**config.mk**
```make
export PLATFORM = sky130hd
export DESIGN_NAME = smt_regs
export DESIGN_NICKNAME = d
export VERILOG_FILES = /design/src/hw/smt_pkg.sv /design/src/hw/smt_regs.sv
export SDC_FILE = /design/constraint.sdc
export NUM_CORES = 1
export LEC_CHECK = 0
export BUFFER_PORTS_ARGS = -buffer_cell sky130_fd_sc_hd__buf_2
export CAP_MARGIN = 20
export CORE_MARGIN = 5
export CORE_UTILIZATION = 40
export DETAILED_ROUTE_END_ITERATION = 12
export GPL_TIMING_DRIVEN = 0
export PLACE_DENSITY = 0.62
export SETUP_SLACK_MARGIN = 0.4
export SLEW_MARGIN = 20
export SYNTH_ARGS = -nofsm -noshare
export SYNTH_HDL_FRONTEND = slang
export SYNTH_SLANG_ARGS = --single-unit
export TNS_END_PERCENT = 50
```
**constraint.sdc**
```tcl
create_clock -name CLK -period 2.7 [get_ports CLK]
set_input_delay 0.675 -clock CLK [delete_from_list [all_inputs] [get_ports CLK]]
set_output_delay 0.675 -clock CLK [all_outputs]
set_load 0.01 [all_outputs]
```
**src/hw/smt_pkg.sv**
```systemverilog
// package: register map, field positions and reset values of the synth/modem test bank
package smt_pkg;
  // ************************************************************
  // register addresses on the serial register port
  // ************************************************************
  localparam logic [6:0] ADDR_DEMOD = 7'h56;
  localparam logic [6:0] ADDR_PFORCE = 7'h57;
  localparam logic [6:0] ADDR_PGAIN = 7'h58;
  localparam logic [6:0] ADDR_DIVTRIM = 7'h59;
  localparam logic [6:0] ADDR_OSCTRIM = 7'h5a;
  localparam logic [6:0] ADDR_OSCCAL = 7'h5b;
  localparam logic [6:0] ADDR_CALCTRL = 7'h55;
  // ************************************************************
  // reset values
  // ************************************************************
  localparam logic [7:0] RST_DEMOD = 8'h00;
  localparam logic [7:0] RST_PFORCE = 8'h00;
  localparam logic [2:0] RST_PGAIN_TOP = 3'h4;
  localparam logic [4:0] RST_PCORR = 5'h00;
  localparam logic [7:0] RST_DIVTRIM = 8'h00;
  localparam logic [7:0] RST_OSCTRIM = 8'h03;
  localparam logic [6:0] RST_OSCCAL = 7'h00;
  // ************************************************************
  // field positions
  // ************************************************************
  localparam int B_BCRBYP = 7;
  localparam int B_SLCBYP = 6;
  localparam int B_DTTYPE = 5;
  localparam int B_OSCDIS = 4;
  localparam int B_OOKLEN = 3;
  localparam int B_REFSEL = 2;
  localparam int B_REFINV = 1;
  localparam int B_DTOGG = 0;
  localparam int B_PFDRST = 7;
  localparam int B_FBRST = 6;
  localparam int B_FUP = 5;
  localparam int B_FDN = 4;
  localparam int B_DCONLY = 3;
  localparam int B_CORROV = 5;
  localparam int B_BOOST = 7;
  localparam int B_FBHC = 6;
  localparam int B_VCOROV = 6;
  localparam int B_CALOV = 7;
  localparam int B_FORCECAL = 1;
  localparam logic [3:0] VCORR_BOOST = 4'hf;
  localparam logic [1:0] VCUR_BOOST = 2'h3;
  localparam logic [3:0] OOK_LONG = 4'h8;
  localparam logic [3:0] OOK_SHORT = 4'h4;
endpackage : smt_pkg

```
**src/hw/smt_regs.sv**
```systemverilog
// module: synthesizer and demodulator test/trim register bank
`timescale 1ns/1ps
`default_nettype none
module smt_regs (
  input wire logic CLK,
  input wire logic RST,
  input wire logic WR_EN,
  input wire logic RD_EN,
  input wire logic [6:0] ADDR,
  input wire logic [7:0] WDATA,
  output logic [7:0] RDATA,
  input wire logic [4:0] PUMP_CORR_AUTO,
  input wire logic [3:0] VCO_CORR_AUTO,
  input wire logic [6:0] CAL_RESULT,
  input wire logic CAL_DONE,
  input wire logic TX_ACTIVE,
  input wire logic CAL_BEFORE_TX,
  input wire logic IDLE_PLL_ON,
  output logic CAL_START,
  output logic BCR_COMP_BYPASS,
  output logic SLICER_COMP_BYPASS,
  output logic DITHER_BIPOLAR,
  output logic OSC_DETECT_RUN,
  output logic [3:0] OOK_THRESH_BITS,
  output logic REF_FROM_10MHZ,
  output logic REF_INVERT,
  output logic DISC_TOGGLE_EN,
  output logic PFD_RESET,
  output logic FB_DIV_RESET,
  output logic PUMP_FORCE_UP,
  output logic PUMP_FORCE_DOWN,
  output logic PUMP_DC_ONLY,
  output logic [2:0] PUMP_DC_CURR,
  output logic [1:0] PUMP_GAIN,
  output logic [4:0] PUMP_CORR,
  output logic FB_DIV_HICURR,
  output logic [1:0] DIV_THREE_TRIM,
  output logic [1:0] DIV_TWO_TRIM,
  output logic [1:0] DIV_ONEHALF_TRIM,
  output logic [3:0] VCO_CORR,
  output logic [1:0] VCO_CURR,
  output logic [6:0] VCO_CAL
);

  // ************************************************************
  // state
  // ************************************************************
  typedef struct packed {
    logic [7:0] demod;
    logic [7:0] pforce;
    logic [2:0] pgain_top;
    logic [4:0] pcorr_wr;
    logic [7:0] divtrim;
    logic [7:0] osctrim;
    logic cal_ov;
    logic [6:0] cal_wr;
    logic cal_req;
    logic [7:0] rdata;
    logic cal_start;
    logic [4:0] pump_corr;
    logic [3:0] vco_corr;
    logic [1:0] vco_curr;
    logic [6:0] vco_cal;
    logic osc_run;
    logic [3:0] ook_bits;
  } smt_state_t;

  smt_state_t st;
  smt_state_t next_st;
  logic boost_window;
  logic [6:0] pick_p;
  logic [4:0] eff_pcorr;
  logic [6:0] eff_cal;

  // correction, calibration mux: one selector used for both override fields
  function automatic logic [6:0] smt_pick(input logic ov, input logic [6:0] wr,
                                          input logic [6:0] auto_v);
    smt_pick = ov ? wr : auto_v;
  endfunction

  // ook threshold length decode, shared by reset and next-state logic
  function automatic logic [3:0] smt_ook_len(input logic long_sel);
    smt_ook_len = long_sel ? smt_pkg::OOK_LONG : smt_pkg::OOK_SHORT;
  endfunction

  // ************************************************************
  // next-state logic
  // ************************************************************
  always_comb begin
    next_st = st;
    boost_window = TX_ACTIVE | CAL_BEFORE_TX;
    pick_p = smt_pick(st.pgain_top[0], {2'h0, st.pcorr_wr}, {2'h0, PUMP_CORR_AUTO});
    eff_pcorr = pick_p[4:0];
    eff_cal = smt_pick(st.cal_ov, st.cal_wr, CAL_RESULT);
    next_st.cal_start = 1'b0;
    // force-cal fires only in idle with the pll on; the bit then clears itself.
    // a host write in the same cycle re-arms it below: the set wins
    if (st.cal_req && IDLE_PLL_ON) begin
      next_st.cal_req = 1'b0;
      next_st.cal_start = 1'b1;
    end
    if (WR_EN) begin
      unique case (ADDR)
        smt_pkg::ADDR_DEMOD: next_st.demod = WDATA;
        smt_pkg::ADDR_PFORCE: next_st.pforce = WDATA;
        smt_pkg::ADDR_PGAIN: begin
          next_st.pgain_top = WDATA[7:5];
          next_st.pcorr_wr = WDATA[4:0];
        end
        smt_pkg::ADDR_DIVTRIM: next_st.divtrim = WDATA;
        smt_pkg::ADDR_OSCTRIM: next_st.osctrim = WDATA;
        smt_pkg::ADDR_OSCCAL: begin
          next_st.cal_ov = WDATA[smt_pkg::B_CALOV];
          next_st.cal_wr = WDATA[6:0];
        end
        smt_pkg::ADDR_CALCTRL: begin
          if (WDATA[smt_pkg::B_FORCECAL]) begin
            next_st.cal_req = 1'b1;
          end
        end
        default: ;
      endcase
    end
    // read data is registered, valid the cycle after RD_EN
    if (RD_EN) begin
      unique case (ADDR)
        smt_pkg::ADDR_DEMOD: next_st.rdata = st.demod;
        smt_pkg::ADDR_PFORCE: next_st.rdata = st.pforce;
        smt_pkg::ADDR_PGAIN: next_st.rdata = {st.pgain_top, eff_pcorr};
        smt_pkg::ADDR_DIVTRIM: next_st.rdata = st.divtrim;
        smt_pkg::ADDR_OSCTRIM: next_st.rdata = st.osctrim;
        smt_pkg::ADDR_OSCCAL: next_st.rdata = {CAL_DONE, eff_cal};
        smt_pkg::ADDR_CALCTRL: next_st.rdata = {6'h00, st.cal_req, 1'b0};
        default: next_st.rdata = 8'h00;
      endcase
    end
    next_st.pump_corr = eff_pcorr;
    next_st.vco_cal = eff_cal;
    // decoded demod outputs get their own flops so the pins carry no gates
    next_st.osc_run = ~next_st.demod[smt_pkg::B_OSCDIS];
    next_st.ook_bits = smt_ook_len(next_st.demod[smt_pkg::B_OOKLEN]);
    // boost overrides win over manual trim during tx and cal ahead of tx
    if (st.divtrim[smt_pkg::B_BOOST] && boost_window) begin
      next_st.vco_corr = smt_pkg::VCORR_BOOST;
    end else if (st.osctrim[smt_pkg::B_VCOROV]) begin
      next_st.vco_corr = st.osctrim[5:2];
    end else begin
      next_st.vco_corr = VCO_CORR_AUTO;
    end
    if (st.osctrim[smt_pkg::B_BOOST] && boost_window) begin
      next_st.vco_curr = smt_pkg::VCUR_BOOST;
    end else begin
      next_st.vco_curr = st.osctrim[1:0];
    end
  end

  // ************************************************************
  // state register
  // ************************************************************
  always_ff @(posedge CLK) begin
    if (RST) begin
      st <= '0;
      st.demod <= smt_pkg::RST_DEMOD;
      st.pforce <= smt_pkg::RST_PFORCE;
      st.pgain_top <= smt_pkg::RST_PGAIN_TOP;
      st.pcorr_wr <= smt_pkg::RST_PCORR;
      st.divtrim <= smt_pkg::RST_DIVTRIM;
      st.osctrim <= smt_pkg::RST_OSCTRIM;
      st.cal_wr <= smt_pkg::RST_OSCCAL;
      st.vco_curr <= smt_pkg::RST_OSCTRIM[1:0];
      st.osc_run <= ~smt_pkg::RST_DEMOD[smt_pkg::B_OSCDIS];
      st.ook_bits <= smt_ook_len(smt_pkg::RST_DEMOD[smt_pkg::B_OOKLEN]);
    end else begin
      st <= next_st;
    end
  end

  // ************************************************************
  // outputs, all straight from state flops
  // ************************************************************
  assign RDATA = st.rdata;
  assign CAL_START = st.cal_start;
  assign BCR_COMP_BYPASS = st.demod[smt_pkg::B_BCRBYP];
  assign SLICER_COMP_BYPASS = st.demod[smt_pkg::B_SLCBYP];
  assign DITHER_BIPOLAR = st.demod[smt_pkg::B_DTTYPE];
  assign OSC_DETECT_RUN = st.osc_run;
  assign OOK_THRESH_BITS = st.ook_bits;
  assign REF_FROM_10MHZ = st.demod[smt_pkg::B_REFSEL];
  assign REF_INVERT = st.demod[smt_pkg::B_REFINV];
  assign DISC_TOGGLE_EN = st.demod[smt_pkg::B_DTOGG];
  assign PFD_RESET = st.pforce[smt_pkg::B_PFDRST];
  assign FB_DIV_RESET = st.pforce[smt_pkg::B_FBRST];
  assign PUMP_FORCE_UP = st.pforce[smt_pkg::B_FUP];
  assign PUMP_FORCE_DOWN = st.pforce[smt_pkg::B_FDN];
  assign PUMP_DC_ONLY = st.pforce[smt_pkg::B_DCONLY];
  assign PUMP_DC_CURR = st.pforce[2:0];
  assign PUMP_GAIN = st.pgain_top[2:1];
  assign PUMP_CORR = st.pump_corr;
  assign FB_DIV_HICURR = st.divtrim[smt_pkg::B_FBHC];
  assign DIV_THREE_TRIM = st.divtrim[5:4];
  assign DIV_TWO_TRIM = st.divtrim[3:2];
  assign DIV_ONEHALF_TRIM = st.divtrim[1:0];
  assign VCO_CORR = st.vco_corr;
  assign VCO_CURR = st.vco_curr;
  assign VCO_CAL = st.vco_cal;
endmodule // smt_regs
`default_nettype wire

```
==> impl_summary.txt, run 1 <==
----------------------------------------------------
[Run status]
  Outcome ... completed

[Power and ir drop]
  Sequential share of power ... 49.1%
  Cell Int Power ... 1806 µW
  Leak Pwr ... 0.002323 µW
  Power density cells ... 533.6 mW/mm²
  Share of total power in combinational logic ... 9.5%
  Net switching power figure ... 586.8 µW
  Net switching share of the total power ... 24.53%
  Peak supply drop ... 0.0002160 V
  Total power consumption of the routed design ... 2392 µW
  Clock power share ... 41.4%

[Critical path]
  Worst path required time ... 2.91 ns
  Worst setup path class ... input pin to register
  Slowest Stage Delay on Critical Path ... 0.43 ns
  Critical path peak fanout ... 10
  Endpoint class of the critical path ... register
  Crit path max-delay cell type ... sky130_fd_sc_hd__a221oi_1
  Sequence of cells on the critical path ... buf_2 -> nand3b_1 -> clkbuf_1 -> nor2_1 -> buf_2 -> a221oi_1 -> a211oi_1
  Most frequent CP cell ... sky130_fd_sc_hd__buf_2
  Worst setup path start ... ADDR[5]
  Arrival time at the worst endpoint ... 2.22 ns
  R2r worst-path depth ... 5
  Nature of the critical path startpoint ... input pin
  FF-to-FF Start ... st[40]

[Clocking]
  CTS Buf Count ... 9
  Clock root cell ... sky130_fd_sc_hd__clkbuf_8
  Later-pin clock latency in the skew report ... 0.35 ns
  Sink Count ... 78
  Clock slew at reported path FFs ... 0.08 ns
  Setup Fix Bufs, Post-CTS ... 0
  Maximum level of the CTS H-tree ... 3
  Clock tree from TritonCTS ... done
  Maximum clock insertion buffer count ... 2
  Post-cts repair resize count ... 0
  # hold bufs at CTS ... 0

[Detailed routing]
  Number of antenna-violating nets in the routed design ... 0
  Per-cell routed wire length ... 17.99 µm
  Via density per instance ... 5.122
  Routed Wire Length ... 10760 µm
  Initial DRC Count ... 156
  Total DRC errors in the routed layout ... 0
  Initial DRT Pass Iterations ... 4
  Count of vias placed by the detailed router ... 3063

[Global route]
  Met2 Use GR ... 31.56%
  GRT met1 Usage ... 26.33%
  Remaining global-route overflow ... 0
  Antenna violations before repair ... 0
  Maximum number of pins on one net before global-route repair ... 14
  Gr busiest metal ... met2
  Wire length of the first global-routing pass ... 16800 µm
  Via count of the first global-routing pass ... 3028
  GRT Util Overall ... 19.62%
  Met3 track demand over resource ... 3.429%

[Logic synthesis]
  Synthesized flop and latch total ... 78
  Cell taking the most area after synthesis ... sky130_fd_sc_hd__dfxtp_1
  Main synth FF type ... sky130_fd_sc_hd__dfxtp_1
  Sequential cell area fraction in the yosys report ... 42.46%
  Proportion of synthesized flip-flops having asynchronous set or reset ... 0%
  Yosys Warn Count ... 0
  Most frequent cells after synthesis ... sky130_fd_sc_hd__dfxtp_1 (78), sky130_fd_sc_hd__nor2_1 (66), sky130_fd_sc_hd__mux2i_1 (62), sky130_fd_sc_hd__buf_4 (41), sky130_fd_sc_hd__clkbuf_1 (11)
  Cell area after synthesis ... 0.003677 mm²
  Number of enable flip-flop cells after synthesis ... 0
  Synthesized area divided by synthesized cell count ... 9.626 µm²
  Count of unique library cells instantiated by Yosys ... 56
  Synth Instances ... 382
  Cell types with the largest area share after synthesis ... sky130_fd_sc_hd__dfxtp_1 (42%), sky130_fd_sc_hd__mux2i_1 (17%), sky130_fd_sc_hd__buf_4 (8.4%)
  Leading cell type by number of instances after synthesis ... sky130_fd_sc_hd__dfxtp_1
  Fraction of synthesized cell area taken by the top area cell type ... 42.46%

[Job]
  Max-cap violation count ... 0

[Final layout]
  Number of diodes added for antenna fixing ... 0
  Number of nets in the layout ... 521
  Fraction of layout cells with a size suffix above 1 ... 35.73%
  Syn-to-layout area delta ... 21.91%
  Fillcell total ... 900

[Min path]
  Number of stages on the worst hold path ... 2
  Worst Hold Launch ... RDATA[1]
  Worst Hold Class ... register to register

[Placement]
  Pre-CTS worst setup slack ... 0.3998 ns
  Input/output buffers ... 88
  Routability congestion estimate ... 0.8839
  HPWL after detailed placement ... 7870 µm

[Timing]
  Slew @ Worst Pin ... 0.6303 ns
  Total of endpoints with negative setup slack in the final report ... 0
  Final critical-path setup slack ... 0.6948 ns
  Upper clock frequency limit ... 498.7 MHz
  Final critical path time including I/O delays and setup ... 2.005 ns
  Setup repair after global routing missed its margin ... false
  Fin. Hold Viols ... 0
  Worst clock skew ... 0.007052 ns
  Final sum of negative setup slack ... 0 ns
  Slew headroom ... 57.73%
  Post-route clock period utilization ... 74.27%
  Number of max-slew violations in the final report ... 0

[Floorplanning]
  Starting density of the core ... 40.37%
  Die width ... 105.9 µm
  Vert. Die Dim ... 105.9 µm
  Number of primary I/O pins ... 94
  Core region area ... 0.009109 mm²
  Die area ... 0.01121 mm²
  Site Rows ... 35

----------------------------------------------------
==> sequential cells by signal, summed over array words and instances (netlist names), 2 cells and up <==
register / cells
DIV_ONEHALF_TRIM: 2
DIV_THREE_TRIM: 2
DIV_TWO_TRIM: 2
PUMP_CORR: 5
PUMP_DC_CURR: 3
PUMP_GAIN: 2
RDATA: 8
VCO_CAL: 7
VCO_CORR: 4
VCO_CURR: 2
st: 26
==> worst max-delay path, delay by kind of cell <==
family	cells	cell delay [ns]
AO/OA/AOI/OAI	2	0.56
AND/OR/NAND/NOR	2	0.25
buffers and inverters	3	0.74
==> per-layer routing <==
metal / up-vias / routed length [µm]
met1: 1458 / 4972
met4: 0 / 166
met5: - / 0
li1: 1488 / -
met3: 15 / 615
met2: 102 / 5002
==> logic make-up (layout without fill, tap and decap cells) <==
family                 count (synthesis)  count (layout)  share of synthesized area, %
AO/OA/AOI/OAI                         37              37                         7.384
buffers and inverters                 68             172                         11.84
flip-flops                            78              78                         42.46
multiplexers                          68              68                         19.53
other                                  1               2                        0.1020
AND/OR/NAND/NOR                      130             130                         18.68
==> per-stage QoR <==
step	std cells	utilization, %	instance area [µm²]	hold WS [ns]
floorplan	383	-	3681	0.4294
global placement	582	46.77	4260	0.4685
detailed placement	582	46.77	4260	0.4777
CTS	598	49.22	4483	0.4893
global route	598	49.22	4483	0.4986
finish	598	49.22	4483	0.4845
==> path summary, 6_finish.rpt <==
check / end / slack [ns]
min: RDATA[1] / 0.48
min reg2reg: RDATA[1] / 0.48
max reg2reg: RDATA[2] / 0.80
max: RDATA[3] / 0.69
==> power groups by stage <==
stage / clock network [µW] / logic, µW / registers, µW
after CTS: 998 / 228 / 1170
after global placement: 0 / 227 / 1200
after global routing: 1060 / 248 / 1180
final: 990 / 228 / 1170
after floorplan: 0 / 132 / 1200
after detailed placement: 0 / 227 / 1200
==> area by class of cell <==
class / instances / area, µm² / share of cell area, %
Clock inverter: 6 / 85.08 / 1.898
Buffer: 64 / 420.4 / 9.378
Inverter: 4 / 15.01 / 0.3349
Tap cell: 111 / 138.9 / 3.098
Sequential cell: 78 / 1562 / 34.83
Timing Repair Buffer: 88 / 440.4 / 9.824
Clock buffer: 10 / 137.6 / 3.070
Multi-Input combinational cell: 237 / 1684 / 37.57
==> cells in the final DEF (no fill, tap or decap), types with 2 or more instances in the layout <==
master                        n
sky130_fd_sc_hd__and2_1       2
sky130_fd_sc_hd__dfxtp_1     78
sky130_fd_sc_hd__mux2_4       2
sky130_fd_sc_hd__clkbuf_8    10
sky130_fd_sc_hd__nand2_1      7
sky130_fd_sc_hd__or2_1        2
sky130_fd_sc_hd__nor4_1       2
sky130_fd_sc_hd__nand3b_1     7
sky130_fd_sc_hd__nor2b_1      4
sky130_fd_sc_hd__nand2b_1     2
sky130_fd_sc_hd__nor2_1      66
sky130_fd_sc_hd__mux2i_1     62
sky130_fd_sc_hd__a211oi_1     4
sky130_fd_sc_hd__or3_1        2
sky130_fd_sc_hd__clkinvlp_4   2
sky130_fd_sc_hd__nand4_2      6
sky130_fd_sc_hd__and3_1       2
sky130_fd_sc_hd__a21oi_1      7
sky130_fd_sc_hd__a221oi_1     3
sky130_fd_sc_hd__nand3_1      5
sky130_fd_sc_hd__nor3_1       8
sky130_fd_sc_hd__inv_1        4
sky130_fd_sc_hd__o211ai_1     3
sky130_fd_sc_hd__buf_6        2
sky130_fd_sc_hd__buf_4       41
sky130_fd_sc_hd__conb_1       2
sky130_fd_sc_hd__nand4_1      3
sky130_fd_sc_hd__bufinv_16    2
sky130_fd_sc_hd__clkinv_2     2
sky130_fd_sc_hd__buf_2       97
sky130_fd_sc_hd__o21ai_0      6
sky130_fd_sc_hd__a311oi_1     2
sky130_fd_sc_hd__mux4_2       2
sky130_fd_sc_hd__clkbuf_1    11
sky130_fd_sc_hd__a22o_1       2
No activity file was read; power rests on OpenSTA's default activity.
==> inputs of run 2 (changes only) <==
--- a/config.mk
+++ b/config.mk
@@ -11,7 +11,7 @@
 export CORE_UTILIZATION = 40
 export DETAILED_ROUTE_END_ITERATION = 12
 export GPL_TIMING_DRIVEN = 0
-export PLACE_DENSITY = 0.62
+export PLACE_DENSITY = 0.64
 export SETUP_SLACK_MARGIN = 0.4
 export SLEW_MARGIN = 20
 export SYNTH_ARGS = -nofsm -noshare
==> constraint.sdc (replaced) <==
create_clock -name CLK -period 1.7 [get_ports CLK]
set_input_delay 0.425 -clock CLK [delete_from_list [all_inputs] [get_ports CLK]]
set_output_delay 0.425 -clock CLK [all_outputs]
set_load 0.01 [all_outputs]
==> impl_summary.txt, run 2 (synthesis results as in run 1) <==
----------------------------------------------------
[Timing]
  Slew headroom ... 46.27% (-11 points)
  Final critical path time including I/O delays and setup ... 1.749 ns
  Total of endpoints with negative setup slack in the final report ... 2 (+2)
  Slew @ Worst Pin ... 0.7976 ns (+0.1673 ns)
  Worst clock skew ... 0.01473 ns (+0.007680 ns)
  Final critical-path setup slack ... -0.04909 ns (-0.7438 ns)
  Post-route clock period utilization ... 102.9%
  Upper clock frequency limit ... 571.7 MHz
  Fin. Hold Viols ... 0 (unchanged)
  Post-route worst hold slack ... 0.3192 ns (-0.1653 ns)
  Number of max-slew violations in the final report ... 0 (unchanged)
  Setup repair after global routing missed its margin ... true

[Critical path]
  Nature of the critical path startpoint ... register
  Sequence of cells on the critical path ... buf_8 -> mux2_4 -> mux4_2 -> a221oi_2 -> nor3_1
  Worst path required time ... 1.92 ns (-0.99 ns)
  Slowest Stage Delay on Critical Path ... 0.48 ns (+0.05 ns)
  Cell family contributing the most delay on the critical path ... multiplexers
  FF-to-FF Start ... st[62]
  Endpoint class of the critical path ... register
  Worst setup path class ... register to register
  Crit path max-delay cell type ... sky130_fd_sc_hd__mux4_2
  Sum of buffers and inverters on the critical path ... 1 (-2)
  Critical path peak fanout ... 2 (-8)
  Worst setup path start ... st[62]
  Arrival time at the worst endpoint ... 1.97 ns (-0.25 ns)

[Global route]
  Remaining global-route overflow ... 0 (unchanged)
  Maximum number of pins on one net before global-route repair ... 15 (+1)
  Antenna violations before repair ... 0 (unchanged)
  GRT Util Overall ... 20.83% (+1.2 points)
  Wire length of the first global-routing pass ... 18030 µm (+7.3%)
  Via count of the first global-routing pass ... 3432 (+13%)

[Final layout]
  Fillcell total ... 793 (-12%)
  Number of nets in the layout ... 552 (+6.0%)
  Leading cell types in the layout, fill and taps excluded ... sky130_fd_sc_hd__buf_6 (89), sky130_fd_sc_hd__nor2_1 (64), sky130_fd_sc_hd__mux2i_1 (53), sky130_fd_sc_hd__dfxtp_2 (43), sky130_fd_sc_hd__buf_2 (42)
  Number of diodes added for antenna fixing ... 0 (unchanged)
  Syn-to-layout area delta ... 49.78%
  Final cell count without fillers ... 629 (+5.2%)
  Most frequent standard cell in the layout excluding fill and tap cells ... sky130_fd_sc_hd__buf_6
  Fraction of layout cells with a size suffix above 1 ... 54.05% (+18 points)
  Utilization after layout ... 60.47% (+11 points)
  Largest register FFs ... 26 (unchanged)
  Most flop-heavy register ... st

[Floorplanning]
  Starting density of the core ... 40.37% (unchanged)
  Vert. Die Dim ... 105.9 µm (unchanged)
  Die area ... 0.01121 mm² (unchanged)
  Site Rows ... 35 (unchanged)
  Number of primary I/O pins ... 94 (unchanged)
  Die width ... 105.9 µm (unchanged)
  Core region area ... 0.009109 mm² (unchanged)

[Detailed routing]
  Count of vias placed by the detailed router ... 3374 (+10%)
  Number of antenna-violating nets in the routed design ... 0 (unchanged)
  Total DRC errors in the routed layout ... 0 (unchanged)
  Initial DRT Pass Iterations ... 5 (+1)
  Per-cell routed wire length ... 18.82 µm (+4.6%)
  Total length of routed met2 wires ... 5930 µm (+19%)
  DR WL met3 ... 928 µm (+51%)
  Uppermost layer routed ... met4
  Detailed-route wire length on metal 1 ... 4821 µm (-3.0%)
  Routed Wire Length ... 11840 µm (+10%)
  Via density per instance ... 5.364 (+4.7%)
  Initial DRC Count ... 197 (+26%)

[Power and ir drop]
  Peak supply drop ... 0.0003583 V (+66%)
  Leak Pwr ... 0.002620 µW (+13%)
  Total power consumption of the routed design ... 3782 µW (+58%)
  Power density cells ... 686.7 mW/mm² (+29%)

[Placement]
  Routability congestion estimate ... 0.8868 (+0.33%)
  HPWL after detailed placement ... 7956 µm (+1.1%)
  Pre-CTS worst setup slack ... -0.1316 ns (-0.5314 ns)
  Input/output buffers ... 88 (unchanged)
  Cells after DPL ... 582 (unchanged)

[Clocking]
  Sink Count ... 78 (unchanged)
  Later-pin clock latency in the skew report ... 0.36 ns (about the same)
  CTS Buf Count ... 9 (unchanged)
  Clock tree from TritonCTS ... done
  Maximum clock insertion buffer count ... 2 (unchanged)
  Clock slew at reported path FFs ... 0.08 ns (about the same)
  Clock root cell ... sky130_fd_sc_hd__clkbuf_8
  Maximum level of the CTS H-tree ... 3 (unchanged)

[Min path]
  Worst Hold Launch ... IDLE_PLL_ON
  Worst Hold Class ... input pin to register

[Run status]
  Violated checks ... setup timing
  Outcome ... finished, violations left

[Job]
  Max-cap violation count ... 0 (unchanged)

----------------------------------------------------
-- run 2: changes by cell type in the layout (fill, tap and decap cells not counted), sizes merged --
cell / change
clkbuf: +1
buf: +29
bufinv: -1
clkinv: +1
inv: +1
-- run 2: final timing paths --
check,end,slack [ns],cells after the start
max,RDATA[2],-0.05,5
min,CAL_START,0.32,2
max reg2reg,RDATA[2],-0.05,5
min reg2reg,st[32],0.49,2
-- run 2: per-stage QoR --
stage          setup TNS [ns]  area (µm²)
2_1_floorplan               0        3822
3_3_place_gp           -1.241        4402
3_5_place_dp           -1.387        4402
4_1_cts              -0.05130        5189
5_1_grt               -0.2221        5508
6_report             -0.05997        5508
-- run 2: cell type report --
class / count / area (µm²) / share of cell area (%)
plain buffers: 64 / 611.8 / 11.11
clock buffers: 9 / 123.9 / 2.249
clock inverters: 7 / 72.57 / 1.318
inverters: 4 / 15.01 / 0.2726
multi-input cells: 237 / 1911 / 34.69
flip-flops and latches: 78 / 1619 / 29.40
well taps: 111 / 138.9 / 2.522
repair buffers: 119 / 1016 / 18.45
-- run 2: metal layers --
layer	vias to the layer above	track usage, %
li1	1564	-
met1	1658	25.65
met2	134	36.57
met3	18	4.776
met4	0	5.365
met5	-	0
-- run 2: timing repair --
item                       CTS  global route
pin swaps                   19            20
setup buffers               17            13
hold buffers                 0             0
setup endpoints to repair   75           102
gates resized for setup    132            66
gates cloned                 0             1
-- run 2: worst register-to-register path: stages (launching register included) --
cell	delay (ns)
sky130_fd_sc_hd__dfxtp_2	0.35
sky130_fd_sc_hd__buf_8	0.11
sky130_fd_sc_hd__mux2_4	0.30
sky130_fd_sc_hd__mux4_2	0.48
sky130_fd_sc_hd__a221oi_2	0.30
sky130_fd_sc_hd__nor3_1	0.07
-- run 2: power by group --
| part | internal (µW) | switching, µW |
|---|---|---|
| combinational | 239 | 256 |
| clock | 681 | 735 |
| sequential | 1860 | 14.6 |
==> inputs of run 3 (changes only) <==
--- a/config.mk
+++ b/config.mk
@@ -11,7 +11,7 @@
 export CORE_UTILIZATION = 40
 export DETAILED_ROUTE_END_ITERATION = 12
 export GPL_TIMING_DRIVEN = 0
-export PLACE_DENSITY = 0.64
+export PLACE_DENSITY = 0.62
 export SETUP_SLACK_MARGIN = 0.4
 export SLEW_MARGIN = 20
 export SYNTH_ARGS = -nofsm -noshare
==> constraint.sdc (replaced) <==
create_clock -name CLK -period 1.9 [get_ports CLK]
set_input_delay 0.475 -clock CLK [delete_from_list [all_inputs] [get_ports CLK]]
set_output_delay 0.475 -clock CLK [all_outputs]
set_load 0.01 [all_outputs]
==> impl_summary.txt, run 3 (synthesis results as in run 1) <==
----------------------------------------------------
[Critical path]
  Critical path peak fanout ... 3 (+1)
  Worst path required time ... 2.12 ns (+0.20 ns)
  Arrival time at the worst endpoint ... 1.94 ns (-0.03 ns)
  Worst setup path class ... register to register
  Nature of the critical path startpoint ... register
  Endpoint class of the critical path ... register

[Floorplanning]
  Die width ... 105.9 µm (unchanged)
  Site Rows ... 35 (unchanged)
  Starting density of the core ... 40.37% (unchanged)
  Die area ... 0.01121 mm² (unchanged)
  Vert. Die Dim ... 105.9 µm (unchanged)
  Core region area ... 0.009109 mm² (unchanged)
  Number of primary I/O pins ... 94 (unchanged)

[Clocking]
  Clock tree from TritonCTS ... done
  Maximum clock insertion buffer count ... 2 (unchanged)
  Clock root cell ... sky130_fd_sc_hd__clkbuf_8
  CTS Buf Count ... 9 (unchanged)
  Maximum level of the CTS H-tree ... 3 (unchanged)
  Sink Count ... 78 (unchanged)
  Clock slew at reported path FFs ... 0.09 ns (about the same)
  # hold bufs at CTS ... 0 (unchanged)
  Later-pin clock latency in the skew report ... 0.35 ns (about the same)

[Detailed routing]
  Initial DRT Pass Iterations ... 5 (unchanged)
  Total DRC errors in the routed layout ... 0 (unchanged)
  Routed Wire Length ... 10990 µm (-7.2%)
  Via density per instance ... 5.198 (-3.1%)
  Per-cell routed wire length ... 18.25 µm (-3.0%)
  Initial DRC Count ... 176 (-11%)
  Number of antenna-violating nets in the routed design ... 0 (unchanged)
  Count of vias placed by the detailed router ... 3129 (-7.3%)

[Timing]
  Worst clock skew ... 0.01054 ns (-0.004190 ns)
  Number of max-slew violations in the final report ... 0 (unchanged)
  Fin. Hold Viols ... 0 (unchanged)
  Final sum of negative setup slack ... 0 ns (+0.05997 ns)
  Final critical path time including I/O delays and setup ... 1.719 ns (-0.03002 ns)
  Upper clock frequency limit ... 581.7 MHz (+1.7%)
  Final critical-path setup slack ... 0.1809 ns (+0.2300 ns)
  Post-route clock period utilization ... 90.48% (-12 points)
  Setup repair after global routing missed its margin ... true
  Slew @ Worst Pin ... 0.6836 ns (-0.1140 ns)
  Slew headroom ... 53.95% (+7.7 points)
  Total of endpoints with negative setup slack in the final report ... 0 (-2)

[Job]
  Max-cap violation count ... 0 (unchanged)

[Final layout]
  Leading cell types in the layout, fill and taps excluded ... sky130_fd_sc_hd__buf_2 (90), sky130_fd_sc_hd__dfxtp_1 (76), sky130_fd_sc_hd__nor2_1 (65), sky130_fd_sc_hd__mux2i_1 (60), sky130_fd_sc_hd__buf_4 (47)
  Most flop-heavy register ... st
  Sequential standard cell area ... 0.001564 mm² (-3.4%)
  Most frequent standard cell in the layout excluding fill and tap cells ... sky130_fd_sc_hd__buf_2
  Finished Cell Area ... 0.004653 mm² (-16%)
  Largest register FFs ... 26 (unchanged)
  Utilization after layout ... 51.09% (-9.4 points)
  Syn-to-layout area delta ... 26.54%
  Fraction of layout cells with a size suffix above 1 ... 39.10% (-15 points)
  Number of nets in the layout ... 525 (-4.9%)
  Number of diodes added for antenna fixing ... 0 (unchanged)
  Fillcell total ... 872 (+10%)
  Area occupied by multi-input gates ... 0.001788 mm² (-6.4%)

[Power and ir drop]
  Leak Pwr ... 0.002352 µW (-10%)
  Power density cells ... 733.5 mW/mm² (+6.8%)
  Total power consumption of the routed design ... 3413 µW (-9.8%)
  Peak supply drop ... 0.0004428 V (+24%)

[Placement]
  Pre-CTS worst setup slack ... -0.07731 ns (+0.05432 ns)
  Routability congestion estimate ... 0.8972 (+1.2%)
  HPWL after detailed placement ... 7988 µm (+0.40%)
  Area of placed instances ... 0.004333 mm² (-1.6%)
  Input/output buffers ... 88 (unchanged)

[Global route]
  Wire length of the first global-routing pass ... 17170 µm (-4.8%)
  Via count of the first global-routing pass ... 3174 (-7.5%)
  Maximum number of pins on one net before global-route repair ... 14 (-1)
  Remaining global-route overflow ... 0 (unchanged)
  Antenna violations before repair ... 0 (unchanged)
  GRT Util Overall ... 19.95% (-0.88 points)

[Run status]
  Outcome ... completed

[Min path]
  Worst Hold Class ... input pin to register

----------------------------------------------------
## run 3: changes by cell type in the layout (fill, tap and decap cells not counted), sizes merged
| cell | delta |
|---|---|
| inv | -1 |
| clkinv | -1 |
| buf | -29 |
| clkbuf | +3 |
| bufinv | +1 |
## run 3: worst paths after layout
kind | cells after the start | slack, ns | endpoint | startpoint
min | 3 | 0.38 | VCO_CAL[0] | CAL_RESULT[0]
max reg2reg | 5 | 0.18 | RDATA[2] | st[40]
max | 5 | 0.18 | RDATA[2] | st[40]
min reg2reg | 1 | 0.49 | VCO_CURR[1] | st[42]
## run 3: stage by stage
stage / instances / hold slack (ns)
finish: 602 / 0.3822
global route: 602 / 0.3885
CTS: 601 / 0.3712
detailed placement: 582 / 0.4676
global placement: 582 / 0.4647
floorplan: 383 / 0.4294
## run 3: cell type report
type | count | share of cell area (%)
Timing Repair Buffer | 92 | 10.19
Clock buffer | 10 | 2.958
Sequential cell | 78 | 33.61
Clock inverter | 6 | 1.828
Multi-Input combinational cell | 237 | 38.42
Buffer | 64 | 9.680
Tap cell | 111 | 2.985
Inverter | 4 | 0.3227
## run 3: where the power goes
part | switching [µW] | internal, µW | total (µW)
clock network | 617 | 771 | 1390
registers | 9.39 | 1660 | 1670
logic | 209 | 148 | 357
## run 3: critical path, cell delays in order, from the launching register on
cell and delay, ns:
sky130_fd_sc_hd__dfxtp_2 0.32, sky130_fd_sc_hd__buf_6 0.12, sky130_fd_sc_hd__mux2_4 0.30, sky130_fd_sc_hd__mux4_2 0.49, sky130_fd_sc_hd__a221oi_2 0.30, sky130_fd_sc_hd__nor3_1 0.07
## run 3: per-layer routing
layer  vias up  wire length, µm  global-route usage [%]
met5         -                0                       0
li1       1502                -                       -
met4         0              230                   7.031
met3        22              692                   4.470
met2       108             5228                   32.33
met1      1497             4835                   26.08
## run 3: timing repair
action / CTS / global route
endpoints found under the setup margin: 15 / 34
buffers inserted: 3 / 1
hold endpoints to repair: 0 / 0
pin swaps: 1 / 5
gates resized for setup: 4 / 14
